### src/imt_defs.vh
// imt_defs.vh: register offsets, field positions, reset values and bit
// indices for the i2c master transmit block.
// assumes inclusion by bare name from the design file.
`ifndef IMT_DEFS_VH
`define IMT_DEFS_VH

// register offsets on the plain register port
`define IMT_ADDR_TXBUF   4'h0
`define IMT_ADDR_CTRL2   4'h1
`define IMT_ADDR_STATUS  4'h2
`define IMT_ADDR_BAUD    4'h3

// control two fields
`define IMT_CTRL_START   0
`define IMT_CTRL_RESTART 1
`define IMT_CTRL_STOP    2
`define IMT_CTRL_ACK_STATUS_BIT 6

// status fields
`define IMT_ST_BF        0
`define IMT_ST_IRQ       1
`define IMT_ST_WRITE_COLLISION_FLAG      2
`define IMT_ST_BUSY      3

// reset values
`define IMT_BAUD_RESET   8'h09
`define IMT_ZERO8        8'h00

// bit indices in a byte frame
`define IMT_LAST_DATA    4'h7
`define IMT_ACK_BIT      4'h8

`endif

### src/imt_master_tx.v
// imt_master_tx.v: i2c master transmit path with start, stop and restart.
// assumes clk_sys at 20 MHz, external pull-ups on scl and sda, and
// software that clears the collision and interrupt flags itself.
//
// Our own choices: the address map and strobed register access.
`timescale 1ns/1ps
`include "imt_defs.vh"

module imt_master_tx (
    input wire clk_sys,
    input wire sys_rst,
    input wire clk_en,
    input wire [3:0] reg_addr,
    input wire [7:0] reg_wdata,
    input wire reg_wr,
    input wire reg_rd,
    output reg [7:0] reg_rdata,
    input wire scl_in,
    output wire scl_out,
    output wire scl_oe_n,
    input wire sda_in,
    output wire sda_out,
    output wire sda_oe_n,
    output wire serial_irq_out
);

    // states
    localparam [2:0] ST_IDLE = 3'd0;
    localparam [2:0] ST_START = 3'd1;
    localparam [2:0] ST_BIT = 3'd2;
    localparam [2:0] ST_HOLD = 3'd3;
    localparam [2:0] ST_STOP = 3'd4;
    localparam [2:0] ST_RSTART = 3'd5;

    reg [2:0] state;
    reg [1:0] phase;
    reg [7:0] baud_cnt;
    reg [7:0] baud_reload;
    reg [7:0] tx_buffer_reg;
    reg [7:0] byte_shift_reg;
    reg [3:0] bit_idx;
    reg buffer_full_flag;
    reg ack_status_bit;
    reg serial_irq_flag;
    reg write_collision_flag;
    reg start_request_bit;
    reg stop_request_bit;
    reg restart_request_bit;
    reg scl_low;
    reg sda_low;

    wire tick;
    wire buf_wr;
    wire ctl_wr;
    wire st_wr;
    wire shifting;

    // one baud rollover period ends when the counter reaches zero
    assign tick = (baud_cnt == `IMT_ZERO8);
    assign buf_wr = reg_wr && (reg_addr == `IMT_ADDR_TXBUF);
    assign ctl_wr = reg_wr && (reg_addr == `IMT_ADDR_CTRL2);
    assign st_wr = reg_wr && (reg_addr == `IMT_ADDR_STATUS);
    assign shifting = (state != ST_IDLE);

    // open drain
    // pins only ever pull low; a high level comes from the pull-up
    assign scl_out = 1'b0;
    assign sda_out = 1'b0;
    assign scl_oe_n = ~scl_low;
    assign sda_oe_n = ~sda_low;
    assign serial_irq_out = serial_irq_flag;

    // register read port, data valid the cycle after the strobe
    always @(posedge clk_sys)
    begin
        if (sys_rst)
            reg_rdata <= `IMT_ZERO8;
        else if (clk_en)
        begin
            if (reg_rd)
            begin
                case (reg_addr)
                    `IMT_ADDR_TXBUF:
                        reg_rdata <= tx_buffer_reg;
                    `IMT_ADDR_CTRL2:
                        reg_rdata <= {1'b0, ack_status_bit, 3'b000,
                                      stop_request_bit,
                                      restart_request_bit,
                                      start_request_bit};
                    `IMT_ADDR_STATUS:
                        reg_rdata <= {4'h0, shifting,
                                      write_collision_flag,
                                      serial_irq_flag,
                                      buffer_full_flag};
                    `IMT_ADDR_BAUD:
                        reg_rdata <= baud_reload;
                    default:
                        reg_rdata <= `IMT_ZERO8;
                endcase
            end
            else
                reg_rdata <= `IMT_ZERO8;
        end
    end

    // main sequencer: flags, shifter, baud counter and pin drive
    always @(posedge clk_sys)
    begin
        if (sys_rst)
        begin
            state <= ST_IDLE;
            phase <= 2'd0;
            baud_cnt <= `IMT_BAUD_RESET;
            baud_reload <= `IMT_BAUD_RESET;
            tx_buffer_reg <= `IMT_ZERO8;
            byte_shift_reg <= `IMT_ZERO8;
            bit_idx <= 4'h0;
            buffer_full_flag <= 1'b0;
            ack_status_bit <= 1'b0;
            serial_irq_flag <= 1'b0;
            write_collision_flag <= 1'b0;
            start_request_bit <= 1'b0;
            stop_request_bit <= 1'b0;
            restart_request_bit <= 1'b0;
            scl_low <= 1'b0;
            sda_low <= 1'b0;
        end
        else if (clk_en)
        begin
            // software clears irq
            // a set later in this cycle overrides this clear
            if (st_wr)
            begin
                if (!reg_wdata[`IMT_ST_IRQ])
                    serial_irq_flag <= 1'b0;
                if (!reg_wdata[`IMT_ST_WRITE_COLLISION_FLAG])
                    write_collision_flag <= 1'b0;
            end
            if (reg_wr && (reg_addr == `IMT_ADDR_BAUD))
                baud_reload <= reg_wdata;
            // requests are only taken while the bus engine is idle
            if (ctl_wr && !shifting)
            begin
                start_request_bit <= reg_wdata[`IMT_CTRL_START];
                restart_request_bit <= reg_wdata[`IMT_CTRL_RESTART];
                stop_request_bit <= reg_wdata[`IMT_CTRL_STOP];
            end
            if (buf_wr && shifting)
                write_collision_flag <= 1'b1;
            baud_cnt <= tick ? baud_reload : baud_cnt - 8'h01;
            case (state)
                ST_IDLE:
                begin
                    baud_cnt <= baud_reload;
                    phase <= 2'd0;
                    // start begins with sda high, scl high
                    if (start_request_bit)
                    begin
                        state <= ST_START;
                        sda_low <= 1'b0;
                        scl_low <= 1'b0;
                    end
                    else if (restart_request_bit)
                    begin
                        state <= ST_RSTART;
                        sda_low <= 1'b0;
                    end
                    else if (stop_request_bit)
                    begin
                        state <= ST_STOP;
                        sda_low <= 1'b1;
                    end
                    // a buffer write alone starts a byte
                    else if (buf_wr)
                    begin
                        tx_buffer_reg <= reg_wdata;
                        byte_shift_reg <= reg_wdata;
                        buffer_full_flag <= 1'b1;
                        bit_idx <= 4'h0;
                        state <= ST_BIT;
                        // first bit placed while scl low
                        sda_low <= ~reg_wdata[7];
                    end
                end
                ST_START, ST_RSTART:
                begin
                    // phase 0: lines high (restart releases sda first)
                    // phase 1: sda falls while scl high
                    // phase 2: start hold before scl falls
                    if (tick)
                    begin
                        phase <= phase + 2'd1;
                        if (phase == 2'd0)
                            scl_low <= 1'b0;
                        else if (phase == 2'd1)
                            sda_low <= 1'b1;
                        else if (phase == 2'd2)
                        begin
                            scl_low <= 1'b1;
                            state <= ST_IDLE;
                            serial_irq_flag <= 1'b1;
                            start_request_bit <= 1'b0;
                            restart_request_bit <= 1'b0;
                        end
                    end
                end
                ST_STOP:
                begin
                    // stop: scl rises, then sda rises
                    if (tick)
                    begin
                        phase <= phase + 2'd1;
                        if (phase == 2'd0)
                            scl_low <= 1'b0;
                        else if (phase == 2'd1)
                        begin
                            sda_low <= 1'b0;
                            state <= ST_IDLE;
                            serial_irq_flag <= 1'b1;
                            stop_request_bit <= 1'b0;
                        end
                    end
                end
                ST_BIT:
                begin
                    // scl low held one baud period
                    if (tick && scl_low)
                    begin
                        scl_low <= 1'b0;
                        // ack sampled as ninth clock rises
                        // zero on ack, one on nack
                        if (bit_idx == `IMT_ACK_BIT)
                            ack_status_bit <= sda_in;
                    end
                    else if (tick && !scl_low)
                    begin
                        // sda only moves after scl is low
                        scl_low <= 1'b1;
                        state <= ST_HOLD;
                    end
                end
                ST_HOLD:
                begin
                    // one cycle of hold after the falling scl edge
                    if (bit_idx == `IMT_LAST_DATA)
                    begin
                        // eighth fall clears full, frees sda
                        buffer_full_flag <= 1'b0;
                        sda_low <= 1'b0;
                        bit_idx <= `IMT_ACK_BIT;
                        state <= ST_BIT;
                    end
                    else if (bit_idx == `IMT_ACK_BIT)
                    begin
                        // irq set, baud stops, scl held low
                        serial_irq_flag <= 1'b1;
                        buffer_full_flag <= 1'b0;
                        state <= ST_IDLE;
                    end
                    else
                    begin
                        // next bit msb first on falling scl
                        byte_shift_reg <= {byte_shift_reg[6:0], 1'b0};
                        sda_low <= ~byte_shift_reg[6];
                        bit_idx <= bit_idx + 4'h1;
                        state <= ST_BIT;
                    end
                end
                default:
                    state <= ST_IDLE;
            endcase
        end
    end

endmodule // imt_master_tx

### config.mk
export PLATFORM = sky130hd
export DESIGN_NAME = imt_master_tx
export DESIGN_NICKNAME = d
export VERILOG_FILES = /design/src/imt_master_tx.v
export VERILOG_INCLUDE_DIRS = /design/src
export SDC_FILE = /design/constraint.sdc
export NUM_CORES = 1
export LEC_CHECK = 0
export BUFFER_PORTS_ARGS = -buffer_cell sky130_fd_sc_hd__buf_2
export CAP_MARGIN = 20
export CORE_ASPECT_RATIO = 1.1
export CORE_MARGIN = 1
export CORE_UTILIZATION = 59
export CTS_CLUSTER_DIAMETER = 60
export CTS_CLUSTER_SIZE = 16
export DETAILED_ROUTE_END_ITERATION = 8
export GPL_ROUTABILITY_DRIVEN = 0
export PLACE_DENSITY_LB_ADDON = 0.2
export REMOVE_ABC_BUFFERS = 1
export SLEW_MARGIN = 20
export SYNTH_ARGS = -nofsm -noshare
export SYNTH_HDL_FRONTEND = slang
export SYNTH_SLANG_ARGS = --single-unit
export TNS_END_PERCENT = 100
### constraint.sdc
create_clock -name clk_sys -period 2.1 [get_ports clk_sys]
set_input_delay 0.42 -clock clk_sys [delete_from_list [all_inputs] [get_ports clk_sys]]
set_output_delay 0.42 -clock clk_sys [all_outputs]
set_load 0.1 [all_outputs]
-- Word-level counts from Yosys, hierarchy flattened
Index checks and enable logic that the tools add are counted.
- register bits: 57
- output and inout port bits: 13
- logic and storage cells: 196
- add/sub/neg operators: 3
- equality and inequality tests: 38
- muxes and demuxes: 98
- bitwise gates (word level): 7
- reductions and logical operators: 33
- operators with widths (cell ; count):
    1-bit two-way mux ; 58
    7-bit two-way mux ; 6
    3-bit two-way mux ; 13
    2-bit != test (second input constant) ; 18
    8-bit case mux with 4 select lines ; 1
    4-bit two-way mux ; 6
    8-bit two-way mux ; 3
    3-bit != test (second input constant) ; 5
    3-bit case mux with 5 select lines ; 1
    7-bit case mux with 2 select lines ; 1
    7-bit AND reduction ; 2
    11-bit AND reduction ; 1
    10-bit AND reduction ; 1
    9-bit AND reduction ; 1
    4-bit by 2-bit equality test with 1-bit output (second input constant) ; 2
    1-bit logical AND ; 8
    8-bit zero test ; 1
    1-bit case mux with 4 select lines ; 2
    4-bit case mux with 2 select lines ; 1
    8-bit AND reduction ; 1
    4-bit nonzero test ; 2
    8-bit by 1-bit subtractor with 8-bit output (second input constant) ; 1
    1-bit NOT ; 7
    3-bit by 2-bit equality test with 1-bit output (second input constant) ; 2
    other kinds (27) ; 35

-- Longest topological paths before layout
Gate-level depths: netlist of run 1.
- depth in word-level cells: 9
- mapped depth: 8
- depth with buffers taken out: 6

-- Least setup slack after synthesis of run 1
No wires, ideal clock.
- path kind: register to register
- from: reg baud_cnt[0]
- to: reg scl_low
- library setup time: 121 ps
- data arrival time: 1815 ps
- path slack: 164 ps
- stages on the path, launching flop included: 8
- buffers on the path: 1
- path through: dfxtp_1 inv_1 ha_1 or4b_1 buf_2 o22a_1 a21oi_1 mux2_2
- cells in the longest elaborated chain, start to end: 4
- ends and longest elaborated chain (element ; RTL line ; source):
    start: declaration ; imt_master_tx.v:37 ; reg [7:0] baud_cnt;
    start signal: assignment ; imt_master_tx.v:113 ; baud_cnt <= `IMT_BAUD_RESET;
    start signal: assignment ; imt_master_tx.v:150 ; baud_cnt <= tick ? baud_reload : baud_cnt - 8'h01;
    start signal: assignment ; imt_master_tx.v:154 ; baud_cnt <= baud_reload;
    8-bit zero test (no line) (*) ; - ;
    1-bit logical AND (on tied branches) ; imt_master_tx.v:227, imt_master_tx.v:235 ;
    3-bit != test (no line) or 1-bit two-way mux (tied branches) ; - ;
    9-bit AND reduction (no line) or 1-bit case mux with 4 select lines (tied branches) ; - ;
    end signal: assignment ; imt_master_tx.v:214 ; scl_low <= 1'b0;
    end signal: assignment ; imt_master_tx.v:229 ; scl_low <= 1'b0;
    end signal: assignment ; imt_master_tx.v:238 ; scl_low <= 1'b1;
    end: declaration ; imt_master_tx.v:49 ; reg scl_low;
Mark *: on every way between the ends. The rest lies on a longest branch, timed or not.
A chain may end at the register's enable or synchronous reset.

-- Final worst setup path of run 1
- from: reg state[1]
- to: reg scl_low
- cells in the longest elaborated chain, start to end: 4
- ends and longest elaborated chain (element ; RTL line ; source):
    start: declaration ; imt_master_tx.v:35 ; reg [2:0] state;
    start signal: assignment ; imt_master_tx.v:111 ; state <= ST_IDLE;
    start signal: assignment ; imt_master_tx.v:159 ; state <= ST_START;
    start signal: assignment ; imt_master_tx.v:165 ; state <= ST_RSTART;
    3-bit by 1-bit equality test with 1-bit output or 3-bit equality test (tied branches) ; imt_master_tx.v:151 ; case (state)
    2-bit OR reduction ; imt_master_tx.v:151 ;
    3-bit != test (no line), or another cell as far along ; - ;
    9-bit AND reduction (no line) ; - ;
    end signal: assignment ; imt_master_tx.v:161 ; scl_low <= 1'b0;
    end signal: assignment ; imt_master_tx.v:194 ; scl_low <= 1'b0;
    end signal: assignment ; imt_master_tx.v:199 ; scl_low <= 1'b1;
Several ways; a longest one is shown, not always the timed one.

==> results of run 1 <==
## where the power goes
group / internal (uW) / switching, uW / total, uW
registers: 1090 / 12.1 / 1100
logic: 109 / 166 / 275
clock network: 677 / 500 / 1180
total: 1880 / 678 / 2560
## timing repair
| action | CTS | global route |
|---|---|---|
| hold endpoints to repair | 0 | 0 |
| buffers inserted | 0 | 3 |
| resized for setup | 2 | 2 |
| pin swaps | 0 | 2 |
| setup endpoints to repair | 5 | 3 |
## cell families (layout without fill, tap and decap cells)
group | count (synthesis) | after routing | synth area share, %
AND/OR/NAND/NOR | 147 | 147 | 24.2
adder cells (fa/ha/maj) | 7 | 7 | 2.61
other | 1 | 2 | 0.112
flip-flops | 57 | 57 | 34.0
multiplexers | 38 | 38 | 12.9
buffers and inverters | 46 | 99 | 5.74
AO/OA/AOI/OAI | 97 | 97 | 20.4
## cell usage in the layout, fill, tap and decap left out, types with 13 or more instances in the layout
| master | instances |
|---|---|
| a21oi_1 | 24 |
| buf_2 | 28 |
| buf_4 | 37 |
| dfxtp_1 | 57 |
| inv_1 | 17 |
| mux2i_1 | 24 |
| nand2_1 | 20 |
| nand2b_1 | 15 |
| nor2_1 | 41 |
| nor3_1 | 13 |
## metrics by stage
step / cells / power [uW]
after floorplan: 365 / 1270
final: 522 / 2560
after global routing: 522 / 2620
after detailed placement: 503 / 1390
after CTS: 519 / 2550
after global placement: 503 / 1380
## Yosys cell counts, types with 4 or more instances
library cell,count
dfxtp_1,57
nor2_1,41
a21oi_1,24
mux2i_1,24
nand2_1,20
clkbuf_1,17
inv_1,17
nand2b_1,15
nor3_1,13
mux2_2,11
o21ai_0,11
nor2b_1,10
a22oi_1,9
ha_1,7
nand3b_1,6
or3_1,6
a211o_1,5
a211oi_1,5
buf_1,5
nand3_1,5
o22ai_1,5
a22o_1,4
buf_2,4
nor3b_1,4
o31ai_1,4
## how the worst max path moves through the flow
stage,end,slack [ps],cells after the start
finish,scl_low,130,4
global route,scl_low,0.5,6
CTS,state[2],120,6
detailed placement,serial_irq_out,-40,6
global placement,serial_irq_out,40,6
floorplan,byte_shift_reg[6],-240,4
## layer usage
metal	vias up	track usage [%]	share of wire, %
li1	1532	-	-
met1	1532	35.8	43
met2	113	51.3	48
met3	22	5.71	5.2
met4	0	14.4	3.0
met5	-	0	0
## worst register-to-register path, stage by stage (launching register included)
cell	delay, ps
dfxtp_1	650
nor3b_1	550
nand3_1	150
a21oi_1	170
mux2_2	340
## cell type report
type | instances | area share (%)
clock buffers | 9 | 3.09
clock inverters | 7 | 2.56
inverters | 17 | 1.59
multi-input cells | 291 | 51.0
flip-flops and latches | 57 | 28.5
well taps | 75 | 2.34
repair buffers | 66 | 10.9
==> results.ini, run 1 <==
[pwr]
leakagePower_uw = 0.00162
ir_worst_vdd_mv = 0.505
power_density_nw_per_um2 = 637

[cts]
cts.clk_slew.worst_paths_ps = 70
cts_max_level = 3
cts_buffers = 9
cts_sinks = 57
hold_buffers = 0
tritoncts = yes
clk_latency_ps = 340
clockBufferDepth = 2
ctsRootBufferMaster = clkbuf_8

[drt]
final_antenna_net_count = 0
wl_um = 8660
post_drt_wl_per_cell_um = 16.6
drc_errors = 0
drt_iter0_markers = 296
drtPass1Iterations = 5
vias = 3199
viasPerCell = 6.13

[placement]
dp_slack_ps = -42.2
placed_cell_area_sq_um = 3740
place_hpwl_um = 6270
portBuffers = 28

[timing]
skew_ps = 7.46
slew_viol_final = 0
fin_crit_ps = 1970
worst_slew_margin_rel_pct = 60.5
max_freq_mhz = 508
finalSetupViolations = 0
fin_crit_sh_pct = 93.8
setup_slack_ps = 131
hold_viol_final = 0
rsz0062_at_grt = no
setup_tns_ps = 0
worst_pin_slew_ps = 584
whs_ps = 317

[worst_setup_path]
critPathTopFamily = simple AND/OR/NAND/NOR gates
crit_chain = nor3b_1, nand3_1, a21oi_1, mux2_2
timing.rr.end = scl_low
worstSetupStartpointType = flip-flop
criticalPathCategory = flip-flop to flip-flop
reg2reg_depth = 4
crit_path_end_kind = flip-flop
cpPeakStageDelay_ps = 650
rrSetupSlack_ps = 130
crit_fanout = 17
critPathLaunch = state[1]
rr_startpoint = state[1]
crit_arrival_ps = 2200
cp.required_ps = 2330
crit_buf_inv = 0
slowest_stage = dfxtp_1

[global_routing]
first_global_vias = 2879
grt_max_degree = 44
grt_pass1_wl_um = 13500
grt_usage_pct = 29.9
grt_overflow = 0
antenna_found_initial = 0

[logic_synthesis]
netlist.top_cell.by_area = dfxtp_1
syn-cell-area_sq_um = 3350
yosysTopAreaCellShare_pct = 34.0
ys_seq_elements = 57
synthCells = 393
yosys-top-cells-area = dfxtp_1, mux2i_1, nor2_1
synth_flop_cell = dfxtp_1
avgSynthCellArea_sq_um = 8.54
ys_types = 62
synth_edf_count = 0
yosys_warnings = 0
ys_seq_area_share_pct = 34.0
async_reset_ff_share_pct = 0

[finish]
antenna_cells = 0
multi_input_area_sq_um = 2050
utilization_pct = 73.8
area.growth.synth_to_final_pct = 19.5
register_area_sq_um = 1140
nFillCells = 416
nets = 468
layout-drive-gt1-share_pct = 24.2
fin_area_sq_um = 4010

[floorplan]
die_y_um = 81.1
std_cell_rows = 28
die_area_sq_um = 5990
io_pins = 32
die_w_um = 73.9
coreArea_sq_um = 5430
initial_core_util_pct = 61.8

[worst_hold_path]
min_from = reg_wdata[3]
min_to = baud_reload[3]
whs_path_depth = 2
hold_class = input pin to flip-flop

[run]
maxCapViolCount = 0

[status]
status = finished clean

No activity file was read; power rests on OpenSTA's default activity.
==> inputs of run 2 (changes only) <==
--- a/config.mk
+++ b/config.mk
@@ -6,13 +6,16 @@
 export SDC_FILE = /design/constraint.sdc
 export NUM_CORES = 1
 export LEC_CHECK = 0
+export ABC_AREA = 1
 export BUFFER_PORTS_ARGS = -buffer_cell sky130_fd_sc_hd__buf_2
 export CAP_MARGIN = 20
+export CELL_PAD_IN_SITES_DETAIL_PLACEMENT = 2
+export CELL_PAD_IN_SITES_GLOBAL_PLACEMENT = 2
 export CORE_ASPECT_RATIO = 1.1
 export CORE_MARGIN = 1
-export CORE_UTILIZATION = 59
+export CORE_UTILIZATION = 32
 export CTS_CLUSTER_DIAMETER = 60
-export CTS_CLUSTER_SIZE = 16
+export CTS_CLUSTER_SIZE = 10
 export DETAILED_ROUTE_END_ITERATION = 8
 export GPL_ROUTABILITY_DRIVEN = 0
 export PLACE_DENSITY_LB_ADDON = 0.2
==> run 2 against run 1 <==
Critical path depth rose by 4. Non-clock buffer count is 26 lower. Global-route usage fell by 6.5 points. Sequential share of layout area grew 3.3 points. Wire length grew 25%. Largest power group is now combinational logic.
==> results.ini, run 2 <==
[worst_setup_path]
rrSetupSlack_ps = 280  ; +150 ps
slowest_stage = dfxtp_1
timing.rr.end = state[0]
reg2reg_depth = 8  ; +4
criticalPathCategory = flip-flop to flip-flop
rr_startpoint = phase[0]
worstSetupStartpointType = flip-flop
crit_fanout = 6  ; -11
crit_path_end_kind = flip-flop
critPathLaunch = phase[0]
crit_arrival_ps = 2060  ; -140 ps
cpPeakStageDelay_ps = 410  ; -240 ps
cp.required_ps = 2350  ; +20 ps
crit_chain = inv_1, ha_1, nand3_1, nand2_1, a21oi_1, nand3_1, nor2_1, nor2_1

[timing]
setup_slack_ps = 283  ; +153 ps
skew_ps = 11.0  ; +3.53 ps
finalSetupViolations = 0  ; unchanged
hold_viol_final = 0  ; unchanged
slew_viol_final = 0  ; unchanged
worst_slew_margin_rel_pct = 66.0  ; +5.5 points
fin_crit_ps = 1820  ; -153 ps
fin_crit_sh_pct = 86.5  ; -7.3 points
rsz0062_at_grt = no
max_freq_mhz = 550  ; +8.4%
worst_pin_slew_ps = 508  ; -76.4 ps
setup_tns_ps = 0  ; unchanged

[logic_synthesis]
synth_fa_ha_area_share_pct = 2.85  ; +0.24 points
muxShareOfSynthArea_pct = 0  ; -13 points
synth_xor_area_share_pct = 0.571  ; +0.57 points
synth_flop_cell = dfxtp_1
ys_seq_area_share_pct = 37.2  ; +3.2 points
synthCells = 485  ; +23%
netlist.top_cell.by_area = dfxtp_1
synth_most_common_cell = nand2_1
synthSimpleGateAreaFrac_pct = 35.1  ; +11 points
synthTopCellsByCount = nand2_1, nor2_1, dfxtp_1
synth_top_family_by_area = simple AND/OR/NAND/NOR gates
synth_compound_area_share_pct = 16.1  ; -4.3 points
avgSynthCellArea_sq_um = 6.33  ; -26%
async_reset_ff_share_pct = 0  ; unchanged
ys_seq_elements = 57  ; unchanged
yosysTopAreaCellShare_pct = 37.2  ; +3.2 points
syn-cell-area_sq_um = 3070  ; -8.5%
ys_types = 31  ; -50%
yosys-top-cells-area = dfxtp_1, nand2_1, nor2_1
yosys_warnings = 0  ; unchanged
synth_edf_count = 0  ; unchanged

[global_routing]
grt_pass1_wl_um = 17800  ; +32%
grt_max_degree = 25  ; -43%
antenna_found_initial = 0  ; unchanged
use_met2_pct = 42.6  ; -8.7 points
top_usage_layer = met2
met3_usage_pct = 5.09  ; -0.61 points
grtUsageMet1_pct = 26.7  ; -9.1 points
first_global_vias = 3589  ; +25%
grt_usage_pct = 23.5  ; -6.5 points
grt_overflow = 0  ; unchanged

[finish]
area.growth.synth_to_final_pct = 17.0
utilization_pct = 38.4  ; -35 points
nFillCells = 1177  ; +180%
final_common_cell = nand2_1
nets = 549  ; +17%
layout-drive-gt1-share_pct = 12.9  ; -11 points
antenna_cells = 0  ; unchanged
layout_common_cells = nand2_1, nor2_1, dfxtp_1
fin_cells = 645  ; +24%

[cts]
clk_latency_ps = 350  ; about the same
hold_buffers = 0  ; unchanged
cts_sinks = 57  ; unchanged
cts_resized = 0  ; -2
cts_max_level = 3  ; unchanged
tritoncts = yes
ctsRootBufferMaster = clkbuf_8
cts_buffers = 9  ; unchanged
clockBufferDepth = 2  ; unchanged
cts.clk_slew.worst_paths_ps = 80  ; about the same
post_cts_buffers = 0  ; unchanged

[floorplan]
die_w_um = 95.4  ; +29%
die_area_sq_um = 9980  ; +67%
std_cell_rows = 37  ; +32%
io_pins = 32  ; unchanged
initial_core_util_pct = 32.8  ; -29 points
die_y_um = 105  ; +29%
coreArea_sq_um = 9350  ; +72%

[drt]
drtPass1Iterations = 4  ; -1
post_drt_wl_per_cell_um = 16.7  ; +0.79%
viasPerCell = 5.15  ; -16%
drc_errors = 0  ; unchanged
wl_um = 10800  ; +25%
vias = 3322  ; +3.8%
final_antenna_net_count = 0  ; unchanged
drt_iter0_markers = 81  ; -73%

[status]
status = finished clean

[placement]
dp_slack_ps = 68.9  ; +111 ps
dp_cells = 629  ; +25%
portBuffers = 28  ; unchanged
place_hpwl_um = 7940  ; +27%

[pwr]
power_density_nw_per_um2 = 1140  ; +79%
ir_worst_vdd_mv = 0.511  ; +1.2%
leakagePower_uw = 0.00152  ; -6.1%

[worst_hold_path]
min_from = reg_wdata[6]
whs_path_depth = 3  ; +1
hold_class = input pin to flip-flop
min_to = tx_buffer_reg[6]

[run]
maxCapViolCount = 0  ; unchanged

run 2: cells by family (layout without fill, tap and decap cells):
family / count (synthesis) / count (layout)
buffers and inverters: 63 / 105
adders and majority gates: 7 / 7
xor gates and xnor gates: 2 / 2
DFF: 57 / 57
AOI/OAI and AO/OA: 93 / 93
other: 1 / 2
and+or+nand+nor: 262 / 262
run 2: per-stage QoR:
step / area (sq um) / power [uW] / hold slack (ps)
6_report: 3590 / 4110 / 352
5_1_grt: 3590 / 4400 / 364
4_1_cts: 3590 / 4160 / 345
3_5_place_dp: 3380 / 3000 / 450
3_3_place_gp: 3380 / 2900 / 440
2_1_floorplan: 3010 / 2470 / 432
run 2: power by group:
part / total, uW / leakage [uW] / internal, uW / switching, uW
registers: 1340 / 0.000462 / 1230 / 113
clock network: 1100 / 0.0000949 / 582 / 522
logic: 1660 / 0.000966 / 468 / 1190
run 2: cell type report:
class,count,area (sq um),share of cell area [%]
well taps,117,146,4.08
multi-input cells,366,1680,46.9
clock buffers,10,138,3.84
flip-flops and latches,57,1140,31.8
repair buffers,40,230,6.42
inverters,49,184,5.13
clock inverters,6,66.3,1.85
run 2: worst max path at each step:
stage                                   end  slack (ps)
after floorplan                 baud_cnt[2]         550
after global placement    byte_shift_reg[6]         280
after detailed placement     baud_reload[5]          70
after CTS                 byte_shift_reg[5]         280
after global routing                scl_low         100
final                              state[0]         280
run 2: routing by layer:
layer	routed length (um)	share of wire (%)	up-vias
met1	4630	43	1620
met2	5660	52	52
li1	-	-	1639
met3	317	2.9	11
met5	0	0	-
met4	176	1.6	0
run 2: critical path: cells and delay by family (launching register included):
| family | cells | cell delay [ps] |
|---|---|---|
| buf+inv | 1 | 130 |
| fa+ha+maj | 1 | 280 |
| flops | 1 | 410 |
| simple gates | 5 | 680 |
| compound gates | 1 | 220 |
==> inputs of run 3 (changes only) <==
--- a/config.mk
+++ b/config.mk
@@ -6,14 +6,14 @@
 export SDC_FILE = /design/constraint.sdc
 export NUM_CORES = 1
 export LEC_CHECK = 0
-export ABC_AREA = 1
+export ABC_AREA = 0
 export BUFFER_PORTS_ARGS = -buffer_cell sky130_fd_sc_hd__buf_2
 export CAP_MARGIN = 20
 export CELL_PAD_IN_SITES_DETAIL_PLACEMENT = 2
 export CELL_PAD_IN_SITES_GLOBAL_PLACEMENT = 2
 export CORE_ASPECT_RATIO = 1.1
 export CORE_MARGIN = 1
-export CORE_UTILIZATION = 32
+export CORE_UTILIZATION = 36
 export CTS_CLUSTER_DIAMETER = 60
 export CTS_CLUSTER_SIZE = 10
 export DETAILED_ROUTE_END_ITERATION = 8
==> run 3 against run 2 <==
Total power is 37% lower. Non-clock buffer count is 31 higher. Flip-flop and latch count stayed put. Largest power group is now the clock network. Highest routed layer unchanged.
==> results.ini, run 3 (synthesized netlist as in run 1, its figures left out) <==
[worst_setup_path]
timing.rr.end = byte_shift_reg[2]
slowest_stage = o31ai_1
crit_arrival_ps = 2240  ; +180 ps
crit_path_end_kind = flip-flop
cp.required_ps = 2340  ; about the same
worstSetupStartpointType = flip-flop
rr_startpoint = state[2]
crit_fanout = 8  ; +2
cpPeakStageDelay_ps = 490  ; +80 ps
crit_chain = or2_2, o31ai_1, a211o_1, mux2_2
reg2reg_depth = 4  ; -4
rrSetupSlack_ps = 110  ; -180 ps
criticalPathCategory = flip-flop to flip-flop

[finish]
layout_common_cells = dfxtp_1, buf_4, nor2_1
layout-drive-gt1-share_pct = 24.3  ; +11 points
fin_cells = 566  ; -12%
fin_area_sq_um = 4070  ; +13%
nFillCells = 1019  ; -13%
area.growth.synth_to_final_pct = 21.2
nets = 473  ; -14%
final_common_cell = dfxtp_1
antenna_cells = 0  ; unchanged
utilization_pct = 45.4  ; +7.0 points

[drt]
final_antenna_net_count = 0  ; unchanged
wl_um = 12300  ; +14%
drtPass1Iterations = 4  ; unchanged
viasPerCell = 5.87  ; +14%
drc_errors = 0  ; unchanged
drt_iter0_markers = 132  ; +63%
post_drt_wl_per_cell_um = 21.8  ; +30%
vias = 3320  ; -0.060%

[worst_hold_path]
min_from = reg_wdata[3]
min_to = baud_reload[3]
hold_class = input pin to flip-flop
whs_path_depth = 2  ; -1

[timing]
whs_ps = 341  ; -11.0 ps
fin_crit_sh_pct = 94.9  ; +8.4 points
finalSetupViolations = 0  ; unchanged
worst_pin_slew_ps = 629  ; +122 ps
skew_ps = 8.80  ; -2.19 ps
rsz0062_at_grt = no
worst_slew_margin_rel_pct = 57.7  ; -8.3 points
slew_viol_final = 0  ; unchanged
fin_crit_ps = 1990  ; +177 ps
max_freq_mhz = 502  ; -8.9%
setup_slack_ps = 106  ; -177 ps
hold_viol_final = 0  ; unchanged

[cts]
cts_sinks = 57  ; unchanged
cts_buffers = 9  ; unchanged
cts.clk_slew.worst_paths_ps = 70  ; about the same
cts_resized = 2  ; +2
tritoncts = yes
post_cts_buffers = 0  ; unchanged
clk_latency_ps = 350  ; about the same
cts_max_level = 3  ; unchanged
clockBufferDepth = 2  ; unchanged
hold_buffers = 0  ; unchanged
ctsRootBufferMaster = clkbuf_8

[floorplan]
coreArea_sq_um = 8960  ; -4.1%
die_w_um = 94.0  ; -1.4%
std_cell_rows = 36  ; -2.7%
die_y_um = 103  ; -1.4%
initial_core_util_pct = 37.4  ; +4.6 points
io_pins = 32  ; unchanged
die_area_sq_um = 9710  ; -2.8%

[pwr]
leakagePower_uw = 0.00165  ; +8.2%
p_int_uw = 1900  ; -17%
power.share.switching_pct = 27.0  ; -18 points
seqPwrFrac_pct = 42.4  ; +9.8 points
p_comb_share_pct = 11.4  ; -29 points
power_density_nw_per_um2 = 640  ; -44%
p_sw_uw = 704  ; -62%
ir_worst_vdd_mv = 0.290  ; -43%
pwr-share-clk_pct = 46.3  ; +19 points

[global_routing]
grt_usage_pct = 26.9  ; +3.4 points
grt_pass1_wl_um = 19400  ; +9.0%
first_global_vias = 3583  ; -0.17%
grt_overflow = 0  ; unchanged
grt_max_degree = 31  ; +24%
antenna_found_initial = 0  ; unchanged

[run]
maxCapViolCount = 0  ; unchanged

[placement]
place_hpwl_um = 8890  ; +12%
dp_slack_ps = -32.6  ; -101 ps
dp_cells = 550  ; -13%
portBuffers = 28  ; unchanged
placed_cell_area_sq_um = 3830  ; +13%

[status]
status = finished clean

run 3: cell count changes in the layout (fill, tap and decap cells not counted), moves of 6 or more:
| cell | before | now |
|---|---|---|
| nor2_1 | 79 | 41 |
| o21ai_0 | 43 | 11 |
| or3_1 | 0 | 6 |
| buf_4 | 12 | 43 |
| nand2_1 | 139 | 20 |
| inv_1 | 43 | 17 |
| a22oi_1 | 0 | 9 |
| nor2b_1 | 0 | 10 |
| nand3_1 | 21 | 5 |
| a21oi_1 | 36 | 24 |
| nand2b_1 | 0 | 15 |
| mux2_2 | 0 | 11 |
| mux2i_1 | 0 | 24 |
run 3: power groups by stage:
stage / Combinational, uW / Clock, uW / Sequential, uW
after floorplan: 136 / 0 / 1130
final: 296 / 1200 / 1100
after global routing: 316 / 1260 / 1100
after global placement: 277 / 0 / 1130
after CTS: 295 / 1220 / 1100
after detailed placement: 288 / 0 / 1130
run 3: layout make-up:
cell class | instances | area, sq um | share of cell area, %
sequential | 57 | 1140 | 28.1
tap | 114 | 143 | 3.51
clock buffer | 11 | 141 | 3.48
clock inverter | 5 | 78.8 | 1.94
multi-input combinational | 291 | 2030 | 50.0
timing repair buffer | 71 | 463 | 11.4
inverter | 17 | 63.8 | 1.57
run 3: how the worst max path moves through the flow:
stage,cells after the start,start,endpoint
after floorplan,4,state[1],byte_shift_reg[6]
after global placement,6,baud_cnt[0],serial_irq_out
after detailed placement,6,baud_cnt[0],start_request_bit
after CTS,6,baud_cnt[0],state[0]
after global routing,4,state[2],byte_shift_reg[3]
final,4,state[2],byte_shift_reg[2]
run 3: worst max-delay path, delay by kind of cell, from the launching register on:
kind            cells  cell delay (ps)
compound gates      2              800
flops               1              390
mux                 1              360
simple gates        1              330
run 3: metrics by stage:
| step | setup TNS [ps] | power, uW |
|---|---|---|
| 3_5_place_dp | -93.1 | 1420 |
| 3_3_place_gp | 0 | 1400 |
| 4_1_cts | 0 | 2620 |
| 6_report | 0 | 2600 |
| 2_1_floorplan | -2720 | 1270 |
| 5_1_grt | 0 | 2680 |
run 3: routing by layer:
layer | global-route usage [%] | wire length [um]
met5 | 0 | 0
met1 | 32.4 | 5390
met3 | 4.24 | 358
met2 | 48.0 | 6320
met4 | 11.0 | 251
